$ cat config.mk
export PLATFORM = sky130hd
export DESIGN_NAME = spsa_device_flat
export DESIGN_NICKNAME = d
export VERILOG_FILES = /design/src/core/spsa_pkg.sv /design/src/core/spsa_link_if.sv /design/src/core/spsa_device.sv /design/src/flat_wrapper.sv
export VERILOG_INCLUDE_DIRS = /design/src /design/src/core
export SDC_FILE = /design/constraint.sdc
export NUM_CORES = 1
export LEC_CHECK = 0
export ABC_AREA = 0
export BUFFER_PORTS_ARGS = -buffer_cell sky130_fd_sc_hd__buf_4
export CAP_MARGIN = 20
export CORE_MARGIN = 1
export CORE_UTILIZATION = 63
export CTS_BUF_LIST = sky130_fd_sc_hd__clkbuf_8
export DETAILED_ROUTE_END_ITERATION = 10
export GPL_TIMING_DRIVEN = 0
export PLACE_DENSITY_LB_ADDON = 0.15
export SYNTH_ARGS = -nofsm -noshare
export SYNTH_HDL_FRONTEND = slang
export SYNTH_SLANG_ARGS = --single-unit
$ cat constraint.sdc
create_clock -name core_clk_in -period 2.58 [get_ports core_clk_in]
set_input_delay 0.258 -clock core_clk_in [delete_from_list [all_inputs] [get_ports core_clk_in]]
set_output_delay 0.258 -clock core_clk_in [all_outputs]
set_load 0.005 [all_outputs]
$ cat src/core/spsa_regs.svh
// register offsets, field positions, reset values and timing counts
// assumes inclusion by bare name from the design files
`ifndef SPSA_REGS_SVH
`define SPSA_REGS_SVH

`define SPSA_FRAME_BITS    5'd16
`define SPSA_PULSE_MAX     5'd31
`define SPSA_REG_SENSOR    4'hb
`define SPSA_REG_SYSFLT    4'hd
`define SPSA_REG_CTRL      4'he
`define SPSA_REG_ID        4'hf
`define SPSA_OVERHEAT_BIT  0
`define SPSA_NEG_CLAMP_BIT 1
`define SPSA_POS_CLAMP_BIT 2
`define SPSA_PEAK_LSB      4
`define SPSA_PEAK_MSB      7
`define SPSA_SPI_ERR_BIT   3
`define SPSA_SELFTEST_BIT  0
`define SPSA_SENSOR_MASK   8'hf7
`define SPSA_SYSFLT_MASK   8'h08
`define SPSA_CTRL_MASK     8'h01
`define SPSA_SENSOR_RST    8'h00
`define SPSA_SYSFLT_RST    8'h00
`define SPSA_CTRL_RST      8'h00
`define SPSA_RESP_RST      16'h0000
`define SPSA_CHECK_ECHO    4'h7
`define SPSA_HALF_CYCLES   4'h8
`define SPSA_HOST_TX_ADDR  4'h0
`define SPSA_HOST_RX_ADDR  4'h4
`define SPSA_HOST_ST_ADDR  4'h8

`endif

$ cat src/core/spsa_pkg.sv
// types shared by both ends of the serial status link
// assumes spsa_regs.svh supplies the numeric constants
`default_nettype none

package spsa_pkg;

    typedef enum logic [3:0]
    {
        CMD_CHECK      = 4'h0,
        CMD_RD_CFG     = 4'h1,
        CMD_WR_CFG     = 4'h2,
        CMD_RD_STAT    = 4'h3,
        CMD_WR_STAT    = 4'h4,
        CMD_RD_CTRL    = 4'h5,
        CMD_WR_CTRL    = 4'h6,
        CMD_CHECK_RESP = 4'h7
    } spsa_cmd_t;

    typedef struct packed
    {
        logic [2:0]  sclk_sync;
        logic [2:0]  sel_sync;
        logic [1:0]  mosi_sync;
        logic [15:0] in_sh;
        logic [15:0] out_sh;
        logic [4:0]  pulses;
        logic [15:0] resp;
        logic [7:0]  sensor;
        logic [7:0]  sysflt;
        logic [7:0]  ctrl;
        logic        miso;
        logic        miso_oe_n;
        logic        frame_ok;
    } spsa_dev_t;

    typedef enum logic [4:0]
    {
        H_IDLE  = 5'b00001,
        H_SETUP = 5'b00010,
        H_HIGH  = 5'b00100,
        H_LOW   = 5'b01000,
        H_HOLD  = 5'b10000
    } spsa_hstate_t;

    typedef struct packed
    {
        spsa_hstate_t st;
        logic [3:0]   div;
        logic [4:0]   bit_cnt;
        logic         sclk;
        logic         sel_n;
        logic         mosi;
        logic [15:0]  tx_sh;
        logic [15:0]  tx_word;
        logic [15:0]  rx_sh;
        logic [15:0]  rx_word;
        logic [15:0]  rdata;
        logic [1:0]   miso_sync;
    } spsa_host_t;

endpackage : spsa_pkg

`default_nettype wire

$ cat src/core/spsa_link_if.sv
// serial link wires between host controller and status device
// assumes the bench resolves the tri-state output from miso_oe_n
`default_nettype none

interface spsa_link_if;
    logic sclk;
    logic select_n;
    logic mosi;
    logic miso;
    logic miso_oe_n;

    modport device
    (
        input  sclk,
        input  select_n,
        input  mosi,
        output miso,
        output miso_oe_n
    );

    modport host
    (
        output sclk,
        output select_n,
        output mosi,
        input  miso,
        input  miso_oe_n
    );
endinterface : spsa_link_if

`default_nettype wire

$ cat src/core/spsa_device.sv
// device end: serial slave with status, control and id registers
// assumes link pins are asynchronous and user inputs are on core_clk_in
//
// The strobed register port is this design's own decision.
`include "spsa_regs.svh"
`default_nettype none

// Functional notes
// - sample input on rise, shift output on fall
// - idle select: ignore clock, output released
// - only 16-pulse frames acted on, else error
// - bad command or address flags error
// - select fall: enable output, load response
// - select rise: release output, act on word
// - host moves select only with clock low
// - both words shifted msb first together
// - response comes from last error-free frame's command or bad-address status write
// - check command echoes low 12, top 0111
// - self-test clear: host status writes only clear
// - self-test set freezes fault updates
// - device updates non-fault bits itself while self-test clear
// - non-existent bits read zero, ignore writes
// - sensor reg bit0 sticky overheat, bit3 absent
// - id register read-only: model and revision
// - faulted indication reads one, normal zero
// - each device has its own select line
// - sensor reg bits 7-4 peak magnitude
// - bits 2 and 1 follow clamp activity
// - frame error flag is bit 3 reg 13
module spsa_device
#(
    parameter logic [2:0] MODEL_ID = 3'h5, // arbitrary value
    parameter logic [4:0] REV_ID   = 5'h03 // arbitrary value
)
(
    input  wire logic    core_clk_in,
    input  wire logic    rstn_in,
    spsa_link_if.device  link,
    input  wire logic [3:0] peak_code_in,
    input  wire logic    pos_clamp_in,
    input  wire logic    neg_clamp_in,
    input  wire logic    overheat_in,
    output logic         self_test_enable_out,
    output logic         spi_error_out,
    output logic         kline_overheat_flag_out,
    output logic         frame_ok_out
);

    spsa_pkg::spsa_dev_t s_ff;
    spsa_pkg::spsa_dev_t nxt_s;

    logic             sel_fall;
    logic             sel_rise;
    logic             sclk_rise;
    logic             sclk_fall;
    logic             err_evt;
    logic             self_test;
    logic [3:0]       addr;
    logic [7:0]       wdata;
    spsa_pkg::spsa_cmd_t cmd;

    // host write to a status register honouring self-test mode
    function automatic logic [7:0] stat_write
    (
        input logic [7:0] cur,
        input logic [7:0] data,
        input logic [7:0] mask,
        input logic       st
    );
        stat_write = (st ? data : (cur & data)) & mask;
    endfunction : stat_write

    // read value of a status register, zero when unmapped
    function automatic logic [7:0] stat_read
    (
        input spsa_pkg::spsa_dev_t s,
        input logic [3:0]          a
    );
        case (a)
            `SPSA_REG_SENSOR: stat_read = s.sensor & `SPSA_SENSOR_MASK;
            `SPSA_REG_SYSFLT: stat_read = s.sysflt & `SPSA_SYSFLT_MASK;
            `SPSA_REG_ID:     stat_read = {MODEL_ID, REV_ID};
            default:          stat_read = 8'h00;
        endcase
    endfunction : stat_read

    always_comb
    begin
        nxt_s = s_ff;
        nxt_s.sclk_sync = {s_ff.sclk_sync[1:0], link.sclk};
        nxt_s.sel_sync  = {s_ff.sel_sync[1:0], link.select_n};
        nxt_s.mosi_sync = {s_ff.mosi_sync[0], link.mosi};
        nxt_s.frame_ok  = 1'b0;
        self_test = s_ff.ctrl[`SPSA_SELFTEST_BIT];
        cmd   = spsa_pkg::spsa_cmd_t'(s_ff.in_sh[15:12]);
        addr  = s_ff.in_sh[11:8];
        wdata = s_ff.in_sh[7:0];
        err_evt = 1'b0;

        sel_fall  = s_ff.sel_sync[2] & ~s_ff.sel_sync[1];
        sel_rise  = ~s_ff.sel_sync[2] & s_ff.sel_sync[1];
        // clock edges only count while selected
        sclk_rise = ~s_ff.sel_sync[1] & ~s_ff.sclk_sync[2]
                    & s_ff.sclk_sync[1];
        sclk_fall = ~s_ff.sel_sync[1] & s_ff.sclk_sync[2]
                    & ~s_ff.sclk_sync[1];

        if (sel_fall)
        begin
            nxt_s.out_sh    = s_ff.resp;
            nxt_s.miso      = s_ff.resp[15];
            nxt_s.miso_oe_n = 1'b0;
            nxt_s.pulses    = 5'h00;
        end
        else if (sclk_rise)
        begin
            nxt_s.in_sh = {s_ff.in_sh[14:0], s_ff.mosi_sync[1]};
            if (s_ff.pulses != `SPSA_PULSE_MAX)
            begin
                nxt_s.pulses = s_ff.pulses + 5'h01;
            end
        end
        else if (sclk_fall)
        begin
            nxt_s.out_sh = {s_ff.out_sh[14:0], 1'b0};
            nxt_s.miso   = s_ff.out_sh[14];
        end

        if (sel_rise)
        begin
            nxt_s.miso_oe_n = 1'b1;
            nxt_s.miso      = 1'b0;
            if (s_ff.pulses != `SPSA_FRAME_BITS)
            begin
                err_evt = 1'b1;
            end
            else
            begin
                case (cmd)
                    spsa_pkg::CMD_CHECK:
                    begin
                        nxt_s.resp = {`SPSA_CHECK_ECHO,
                                      s_ff.in_sh[11:0]};
                    end
                    spsa_pkg::CMD_RD_STAT:
                    begin
                        if (addr == `SPSA_REG_SENSOR
                            || addr == `SPSA_REG_SYSFLT
                            || addr == `SPSA_REG_ID)
                        begin
                            nxt_s.resp = {s_ff.in_sh[15:8],
                                          stat_read(s_ff, addr)};
                        end
                        else
                        begin
                            err_evt = 1'b1;
                        end
                    end
                    spsa_pkg::CMD_WR_STAT:
                    begin
                        nxt_s.resp = s_ff.in_sh;
                        case (addr)
                            `SPSA_REG_SENSOR:
                            begin
                                nxt_s.sensor = stat_write(s_ff.sensor,
                                    wdata, `SPSA_SENSOR_MASK, self_test);
                            end
                            `SPSA_REG_SYSFLT:
                            begin
                                nxt_s.sysflt = stat_write(s_ff.sysflt,
                                    wdata, `SPSA_SYSFLT_MASK, self_test);
                            end
                            `SPSA_REG_ID:
                            begin
                                nxt_s.resp = s_ff.in_sh;
                            end
                            default:
                            begin
                                err_evt = 1'b1;
                            end
                        endcase
                    end
                    spsa_pkg::CMD_RD_CTRL:
                    begin
                        if (addr == `SPSA_REG_CTRL)
                        begin
                            nxt_s.resp = {s_ff.in_sh[15:8],
                                          s_ff.ctrl & `SPSA_CTRL_MASK};
                        end
                        else
                        begin
                            err_evt = 1'b1;
                        end
                    end
                    spsa_pkg::CMD_WR_CTRL:
                    begin
                        if (addr == `SPSA_REG_CTRL)
                        begin
                            nxt_s.resp = s_ff.in_sh;
                            nxt_s.ctrl = wdata & `SPSA_CTRL_MASK;
                        end
                        else
                        begin
                            err_evt = 1'b1;
                        end
                    end
                    default:
                    begin
                        err_evt = 1'b1;
                    end
                endcase
                nxt_s.frame_ok = ~err_evt;
            end
        end

        // hardware updates after host writes so a set wins
        if (!self_test)
        begin
            nxt_s.sensor[`SPSA_PEAK_MSB:`SPSA_PEAK_LSB] = peak_code_in;
            nxt_s.sensor[`SPSA_POS_CLAMP_BIT] = pos_clamp_in;
            nxt_s.sensor[`SPSA_NEG_CLAMP_BIT] = neg_clamp_in;
            if (overheat_in)
            begin
                nxt_s.sensor[`SPSA_OVERHEAT_BIT] = 1'b1;
            end
            if (err_evt)
            begin
                nxt_s.sysflt[`SPSA_SPI_ERR_BIT] = 1'b1;
            end
        end
    end

    always_ff @(posedge core_clk_in)
    begin
        if (!rstn_in)
        begin
            s_ff           <= '0;
            s_ff.sclk_sync <= 3'h0;
            s_ff.sel_sync  <= 3'h7;
            s_ff.resp      <= `SPSA_RESP_RST;
            s_ff.sensor    <= `SPSA_SENSOR_RST;
            s_ff.sysflt    <= `SPSA_SYSFLT_RST;
            s_ff.ctrl      <= `SPSA_CTRL_RST;
            s_ff.miso_oe_n <= 1'b1;
        end
        else
        begin
            s_ff <= nxt_s;
        end
    end

    assign link.miso               = s_ff.miso;
    assign link.miso_oe_n          = s_ff.miso_oe_n;
    assign self_test_enable_out    = s_ff.ctrl[`SPSA_SELFTEST_BIT];
    assign spi_error_out           = s_ff.sysflt[`SPSA_SPI_ERR_BIT];
    assign kline_overheat_flag_out = s_ff.sensor[`SPSA_OVERHEAT_BIT];
    assign frame_ok_out            = s_ff.frame_ok;

endmodule : spsa_device

`default_nettype wire

$ cat src/flat_wrapper.sv
// flat-port wrapper written by rule: the top's interface ports become plain ports
module spsa_device_flat 
#(
    parameter logic [2:0] MODEL_ID = 3'h5,                   
    parameter logic [4:0] REV_ID   = 5'h03                   
)
  (core_clk_in, rstn_in, peak_code_in, pos_clamp_in, neg_clamp_in, overheat_in, self_test_enable_out, spi_error_out, kline_overheat_flag_out, frame_ok_out, link_sclk, link_select_n, link_mosi, link_miso, link_miso_oe_n);
  spsa_link_if link_i ();
  input  wire logic core_clk_in;
  input  wire logic rstn_in;
  input  wire logic [3:0] peak_code_in;
  input  wire logic pos_clamp_in;
  input  wire logic neg_clamp_in;
  input  wire logic overheat_in;
  output logic self_test_enable_out;
  output logic spi_error_out;
  output logic kline_overheat_flag_out;
  output logic frame_ok_out;
  input wire logic [$bits(link_i.sclk)-1:0] link_sclk;
  input wire logic [$bits(link_i.select_n)-1:0] link_select_n;
  input wire logic [$bits(link_i.mosi)-1:0] link_mosi;
  output wire logic [$bits(link_i.miso)-1:0] link_miso;
  output wire logic [$bits(link_i.miso_oe_n)-1:0] link_miso_oe_n;
  assign link_i.sclk = link_sclk;
  assign link_i.select_n = link_select_n;
  assign link_i.mosi = link_mosi;
  assign link_miso = link_i.miso;
  assign link_miso_oe_n = link_i.miso_oe_n;
  spsa_device #(.MODEL_ID(MODEL_ID), .REV_ID(REV_ID)) u_core (.core_clk_in(core_clk_in), .rstn_in(rstn_in), .link(link_i), .peak_code_in(peak_code_in), .pos_clamp_in(pos_clamp_in), .neg_clamp_in(neg_clamp_in), .overheat_in(overheat_in), .self_test_enable_out(self_test_enable_out), .spi_error_out(spi_error_out), .kline_overheat_flag_out(kline_overheat_flag_out), .frame_ok_out(frame_ok_out));
endmodule
==> impl_metrics.ini, run 1 <==
[yosys]
synth-main-ff-cell = dfxtp_1
synth-edff-count = 0
synth.area.top_cells = dfxtp_1, nand2_1, mux2i_1
syn_inst = 390
syn_area_um2 = 3310
synth_most_common_cell = nand2_1
synthTopCellsByCount = nand2_1, dfxtp_1, clkbuf_1, mux2i_1, a21boi_0
ys_warn_count = 0
yosysTopAreaCellShare_pct = 43.6
async_flop_share_pct = 0
ys_ff_latch = 72
synth_seq_area_share_pct = 43.6
synth_area_leader_cell = dfxtp_1
syn_nets = 405
yosysUniqueCellTypes = 47
syn_area_per_cell_um2 = 8.49

[floorplanning]
dieHeight_um = 74.5
die_w_um = 74.5
start_util_pct = 65.2
core_area_um2 = 5070
rows = 26
io_pins = 18
die_area_um2 = 5550

[cts]
htreeDepth = 3
clockBufferDepth = 2
cts.sinks = 72
post_cts_buffers = 0
path_clk_slew_ps = 80
cts_tree = yes
hold_buffers = 0
cts_resized = 0
cts_buffers = 9
clk_latency_ps = 350
root_buffer = clkbuf_8

[finish]
drive_gt1_share_pct = 9.48
diodes = 0
syn_to_final_growth_pct = 13.2
fin_nets = 432
fin_area_um2 = 3750

[setup_path]
crit_arrival_ps = 2380
worstPathRequired_ps = 2800
path_class = reg2reg
crit_path_cell_trace = clkbuf_1 -> nand4b_1 -> nor4_4 -> mux2i_1 -> a21oi_1
start_kind = flop
ff2ff_path_depth = 5
path_max_fanout = 9
critPathSlowestCell = nor4_4
crit_path_max_incr_delay_ps = 640
crit_path_end_kind = flop

[placed_design]
dpl_cell_area_um2 = 3520
gp_congestion = 0.816
port_buffers = 16
dp_hpwl_mm = 5.13

[global_routing]
track_usage_pct = 29.3
grt_pass1_wl_mm = 12.1
grt_pass1_vias = 2553
grt_max_degree = 13
grt_overflow_total = 0
antenna_found_initial = 0

[run_status]
outcome = completed

[route]
wl_mm = 7.46
wl_per_cell_um = 15.2
dr.first_iter.drc_count = 185
postRouteAntennaNets = 0
drt_first_pass_iters = 4
vias = 2857
drcViolationCount = 0
viasPerCell = 5.81

[sta]
finalHoldViolCount = 0
skew_ps = 11.7
slew_viol_final = 0
fmax_mhz = 465
fin_crit_sh_pct = 83.4
rsz0062_at_grt = false
tightest_slew_ps = 710
final.min_clock_period_ps = 2150
setup_violations = 0
relSlewSlack_pct = 52.6
tns_ps = 0

[power]
p_per_area_nw_per_um2 = 605
ir_drop_uv = 554
p_leak_nw = 1.50

[worst_hold_path]
holdPathStages = 2
hold_path_class = in2reg

[run]
max-cap-violations = 0
[cells in the final DEF (no fill, tap or decap), types with 3 or more instances in the layout]
cell type,n
xor2_1,3
mux2i_1,21
clkbuf_1,31
o211a_1,14
a21boi_1,4
buf_4,16
nand2b_1,9
nand4bb_1,3
nand2_1,87
nor3_1,12
inv_1,10
a21boi_0,20
dfxtp_1,72
nand4b_1,3
a21oi_1,10
nand3_1,15
ha_1,3
and2_1,5
clkbuf_8,11
nor2_1,13
o21ai_0,16
nor2b_1,4
and3_1,4
[registers in the layout (all words and copies together) (netlist names)]
signal,count
u_core.s_ff,53
u_core.nxt_s,5
u_core.addr,4
u_core.cmd,4
u_core.frame_ok_out,1
u_core.kline_overheat_flag_out,1
u_core.link.miso,1
u_core.link.miso_oe_n,1
u_core.self_test_enable_out,1
u_core.spi_error_out,1
[per-stage QoR]
step,setup slack (ps),hold WS [ps],power (mW),util (%),cells
final,427,101,2.27,73.8,492
after global routing,294,106,2.34,73.8,492
after CTS,466,101,2.28,73.8,492
after detailed placement,486,410,1.28,69.3,476
after global placement,528,405,1.28,69.3,476
after floorplan,762,359,1.24,-,390
[critical path: cells and delay by family, from the launching register on]
| family | cells | cell delay, ps |
|---|---|---|
| flops | 1 | 310 |
| compound gates | 1 | 80 |
| mux | 1 | 280 |
| buf+inv | 1 | 350 |
| simple gates | 2 | 1010 |
[kinds of logic (layout without fill, tap and decap cells)]
group,after synthesis,count (layout),synth area share [%]
AND/OR/NAND/NOR,166,166,25.0
AO/OA/AOI/OAI,81,81,17.8
flip-flops,72,72,43.6
buffers and inverters,43,75,5.14
multiplexers,21,21,6.35
XOR/XNOR,4,4,1.06
adder cells (fa/ha/maj),3,3,1.13
[path summary, 6_finish.rpt]
kind / startpoint / to / slack (ps)
min: link_select_n / u_core.nxt_s[83]$_SDFF_PN1_ / 100
max: u_core.addr[3]$_SDFFE_PN0P_ / u_core.s_ff[25]$_SDFFE_PN0P_ / 430
min reg2reg: u_core.nxt_s[83]$_SDFF_PN1_ / u_core.nxt_s[84]$_SDFF_PN1_ / 430
max reg2reg: u_core.addr[3]$_SDFFE_PN0P_ / u_core.s_ff[25]$_SDFFE_PN0P_ / 430
[layout make-up]
| class | count | area (um^2) |
|---|---|---|
| tap | 70 | 87.6 |
| buffer | 33 | 133 |
| inverter | 10 | 37.5 |
| multi-input combinational | 275 | 1700 |
| timing repair buffer | 16 | 120 |
| clock buffer | 11 | 151 |
| fill | 421 | 1330 |
| sequential | 72 | 1440 |
| clock inverter | 5 | 78.8 |
[power by group]
part           internal [mW]  switching, mW
Sequential              1.14         0.0154
Combinational         0.0466         0.0583
Clock                  0.595          0.418
[routing by layer]
metal | GRT usage (%) | part of all wire [%]
met1 | 37.7 | 45
met2 | 46.8 | 48
met4 | 11.3 | 2.2
met5 | 0 | 0
met3 | 8.13 | 5.0
Note: power is estimated with default switching activity, not from simulation.
==> run 2, diff against run 1 <==
- ABC_AREA: 0 -> 1
- CORE_UTILIZATION: 63 -> 57
- clock period: 2.58 -> 1.8 ns (I/O delays scaled with it)
==> run 2 against run 1 <==
Maximum frequency rose by 33%; clock power rose by 19%; highest routed layer unchanged; global-route usage fell by 2.2 points; critical path depth increased by 2; non-clock buffer count shrank 10; worst hold slack worse by 89 ps; sequential cell count unchanged; critical endpoint is now u_core.s_ff[43]$_SDFFE_PP0P_.
==> impl_metrics.ini, run 2 <==
[yosys]
ys_ff_latch = 72
syn_inst = 442
synthTopCellsByCount = nand2_1, dfxtp_1, inv_1, nor2_1
ys_warn_count = 0
yosysUniqueCellTypes = 29
synth-edff-count = 0
synth-main-ff-cell = dfxtp_1
async_flop_share_pct = 0
synth_area_leader_cell = dfxtp_1
syn_area_um2 = 3200
synth_most_common_cell = nand2_1
syn_area_per_cell_um2 = 7.24
syn_nets = 457
synth_seq_area_share_pct = 45.0
synth.area.top_cells = dfxtp_1, nand2_1, inv_1
yosysTopAreaCellShare_pct = 45.0

[sta]
tightest_slew_ps = 554
finalHoldViolCount = 0
fmax_mhz = 617
slew_viol_final = 0
relSlewSlack_pct = 63.1
setup_slack_ps = 179
tns_ps = 0
fin_crit_sh_pct = 90.0
skew_ps = 8.21
rsz0062_at_grt = false
setup_violations = 0
final.min_clock_period_ps = 1620

[finish]
largest_register = u_core.s_ff
syn_to_final_growth_pct = 12.8
largest_reg_flops = 53
drive_gt1_share_pct = 12.6
fin_nets = 487
layout_common_cells = nand2_1, dfxtp_1, inv_1, nor2_1
final_common_cell = nand2_1
fin_util_pct = 68.5
diodes = 0

[power]
ir_drop_uv = 540
clock_power_share_pct = 39.8
power.share.sequential_pct = 54.9
p_comb_share_pct = 5.3
p_int_mw = 2.31
p_switching_mw = 0.695
p_sw_share_pct = 23.1
p_leak_nw = 1.46
p_per_area_nw_per_um2 = 833

[cts]
htreeDepth = 3
path_clk_slew_ps = 70
cts_tree = yes
clk_latency_ps = 350
cts_buffers = 9
root_buffer = clkbuf_8
clockBufferDepth = 2
hold_buffers = 0
cts.sinks = 72

[setup_path]
crit_path_end_kind = flop
critPathTopFamily = simple AND/OR/NAND/NOR gates
path_class = reg2reg
crit_path_cell_trace = ha_1 -> inv_1 -> nor3_1 -> ha_1 -> nand3b_1 -> or2_2 -> a21oi_1
critPathBufInv = 1
crit_path_max_incr_delay_ps = 340
path_max_fanout = 5
crit_arrival_ps = 1900
worstPathRequired_ps = 2080
critPathSlowestCell = dfxtp_1
start_kind = flop
path_common_cell = ha_1

[route]
postRouteAntennaNets = 0
dr.first_iter.drc_count = 178
vias = 2973
drcViolationCount = 0
wl_per_cell_um = 13.4
viasPerCell = 5.44
drt_first_pass_iters = 5
wl_mm = 7.32

[floorplanning]
start_util_pct = 60.8
io_pins = 18
die_w_um = 77.0
dieHeight_um = 77.0
die_area_um2 = 5920
rows = 26
core_area_um2 = 5270

[placed_design]
gp_congestion = 0.886
dp_hpwl_mm = 5.24
port_buffers = 16
place_ws_ps = 82.8

[global_routing]
grt_pass1_vias = 2759
track_usage_pct = 27.1
grt_pass1_wl_mm = 12.4
antenna_found_initial = 0
grt_max_degree = 12
grt_overflow_total = 0

[run_status]
outcome = completed

[worst_hold_path]
hold_path_class = in2reg

[run]
max-cap-violations = 0
-- run 2: cell types whose count changed after synthesis, sizes merged, moves of 18 or more --
| cell | before | now |
|---|---|---|
| a21boi | 24 | 0 |
| a21oi | 10 | 33 |
| clkbuf | 31 | 13 |
| inv | 10 | 50 |
| mux2i | 21 | 0 |
| nand2 | 87 | 116 |
| nand3 | 15 | 36 |
| nor2 | 13 | 45 |
-- run 2: layout make-up --
class | count | area [um^2]
fill | 474 | 1660
multi-input combinational | 297 | 1460
sequential | 72 | 1440
inverter | 53 | 199
timing repair buffer | 18 | 135
clock buffer | 9 | 124
buffer | 21 | 106
tap | 70 | 87.6
clock inverter | 7 | 56.3
-- run 2: power by group through the flow --
stage	clock network, mW	registers, mW	logic [mW]
CTS	1.21	1.65	0.156
floorplan	0	1.68	0.103
global route	1.30	1.66	0.180
detailed placement	0	1.69	0.156
global placement	0	1.69	0.152
finish	1.20	1.65	0.158
-- run 2: worst paths after layout --
kind | cells past startpoint | slack (ps) | from | to
max reg2reg | 7 | 180 | u_core.s_ff[43]$_SDFFE_PP0P_ | u_core.s_ff[43]$_SDFFE_PP0P_
max | 7 | 180 | u_core.s_ff[43]$_SDFFE_PP0P_ | u_core.s_ff[43]$_SDFFE_PP0P_
min | 3 | 10 | link_sclk | u_core.nxt_s[86]$_SDFF_PN0_
min reg2reg | 2 | 420 | u_core.nxt_s[86]$_SDFF_PN0_ | u_core.nxt_s[87]$_SDFF_PN0_
-- run 2: routing by layer --
layer / vias to the layer above / part of all wire, % / GRT usage (%)
met5: - / 0 / 0
met4: 0 / 2.3 / 17.1
met3: 16 / 5.0 / 5.95
met2: 86 / 46 / 43.0
met1: 1367 / 46 / 33.2
li1: 1504 / - / -
-- run 2: cell families (layout without fill, tap and decap cells) --
logic type	count (synthesis)	after routing	share of synthesized area, %
adder cells (fa/ha/maj)	3	3	1.17
AO/OA/AOI/OAI	78	78	14.5
AND/OR/NAND/NOR	215	216	29.8
buffers and inverters	74	108	9.53
flip-flops	72	72	45.0
-- run 2: metrics by stage --
stage / cells / hold WS (ps) / instance area (um^2) / power [mW]
final: 547 / 12.3 / 3610 / 3.01
after global routing: 547 / 19.7 / 3610 / 3.13
after CTS: 544 / 1.60 / 3590 / 3.02
after detailed placement: 528 / 366 / 3410 / 1.84
after global placement: 528 / 362 / 3410 / 1.84
after floorplan: 442 / 278 / 3200 / 1.79
-- run 2: worst min-delay path, delay by kind of cell --
kind / cells / cell delay [ps]
buffers and inverters: 2 / 120
AND/OR/NAND/NOR: 1 / 40
-- run 2: timing repair --
action                     4_1_cts  5_1_grt
setup endpoints to repair        0        3
setup buffers                    0        2
gates resized for setup          0        1
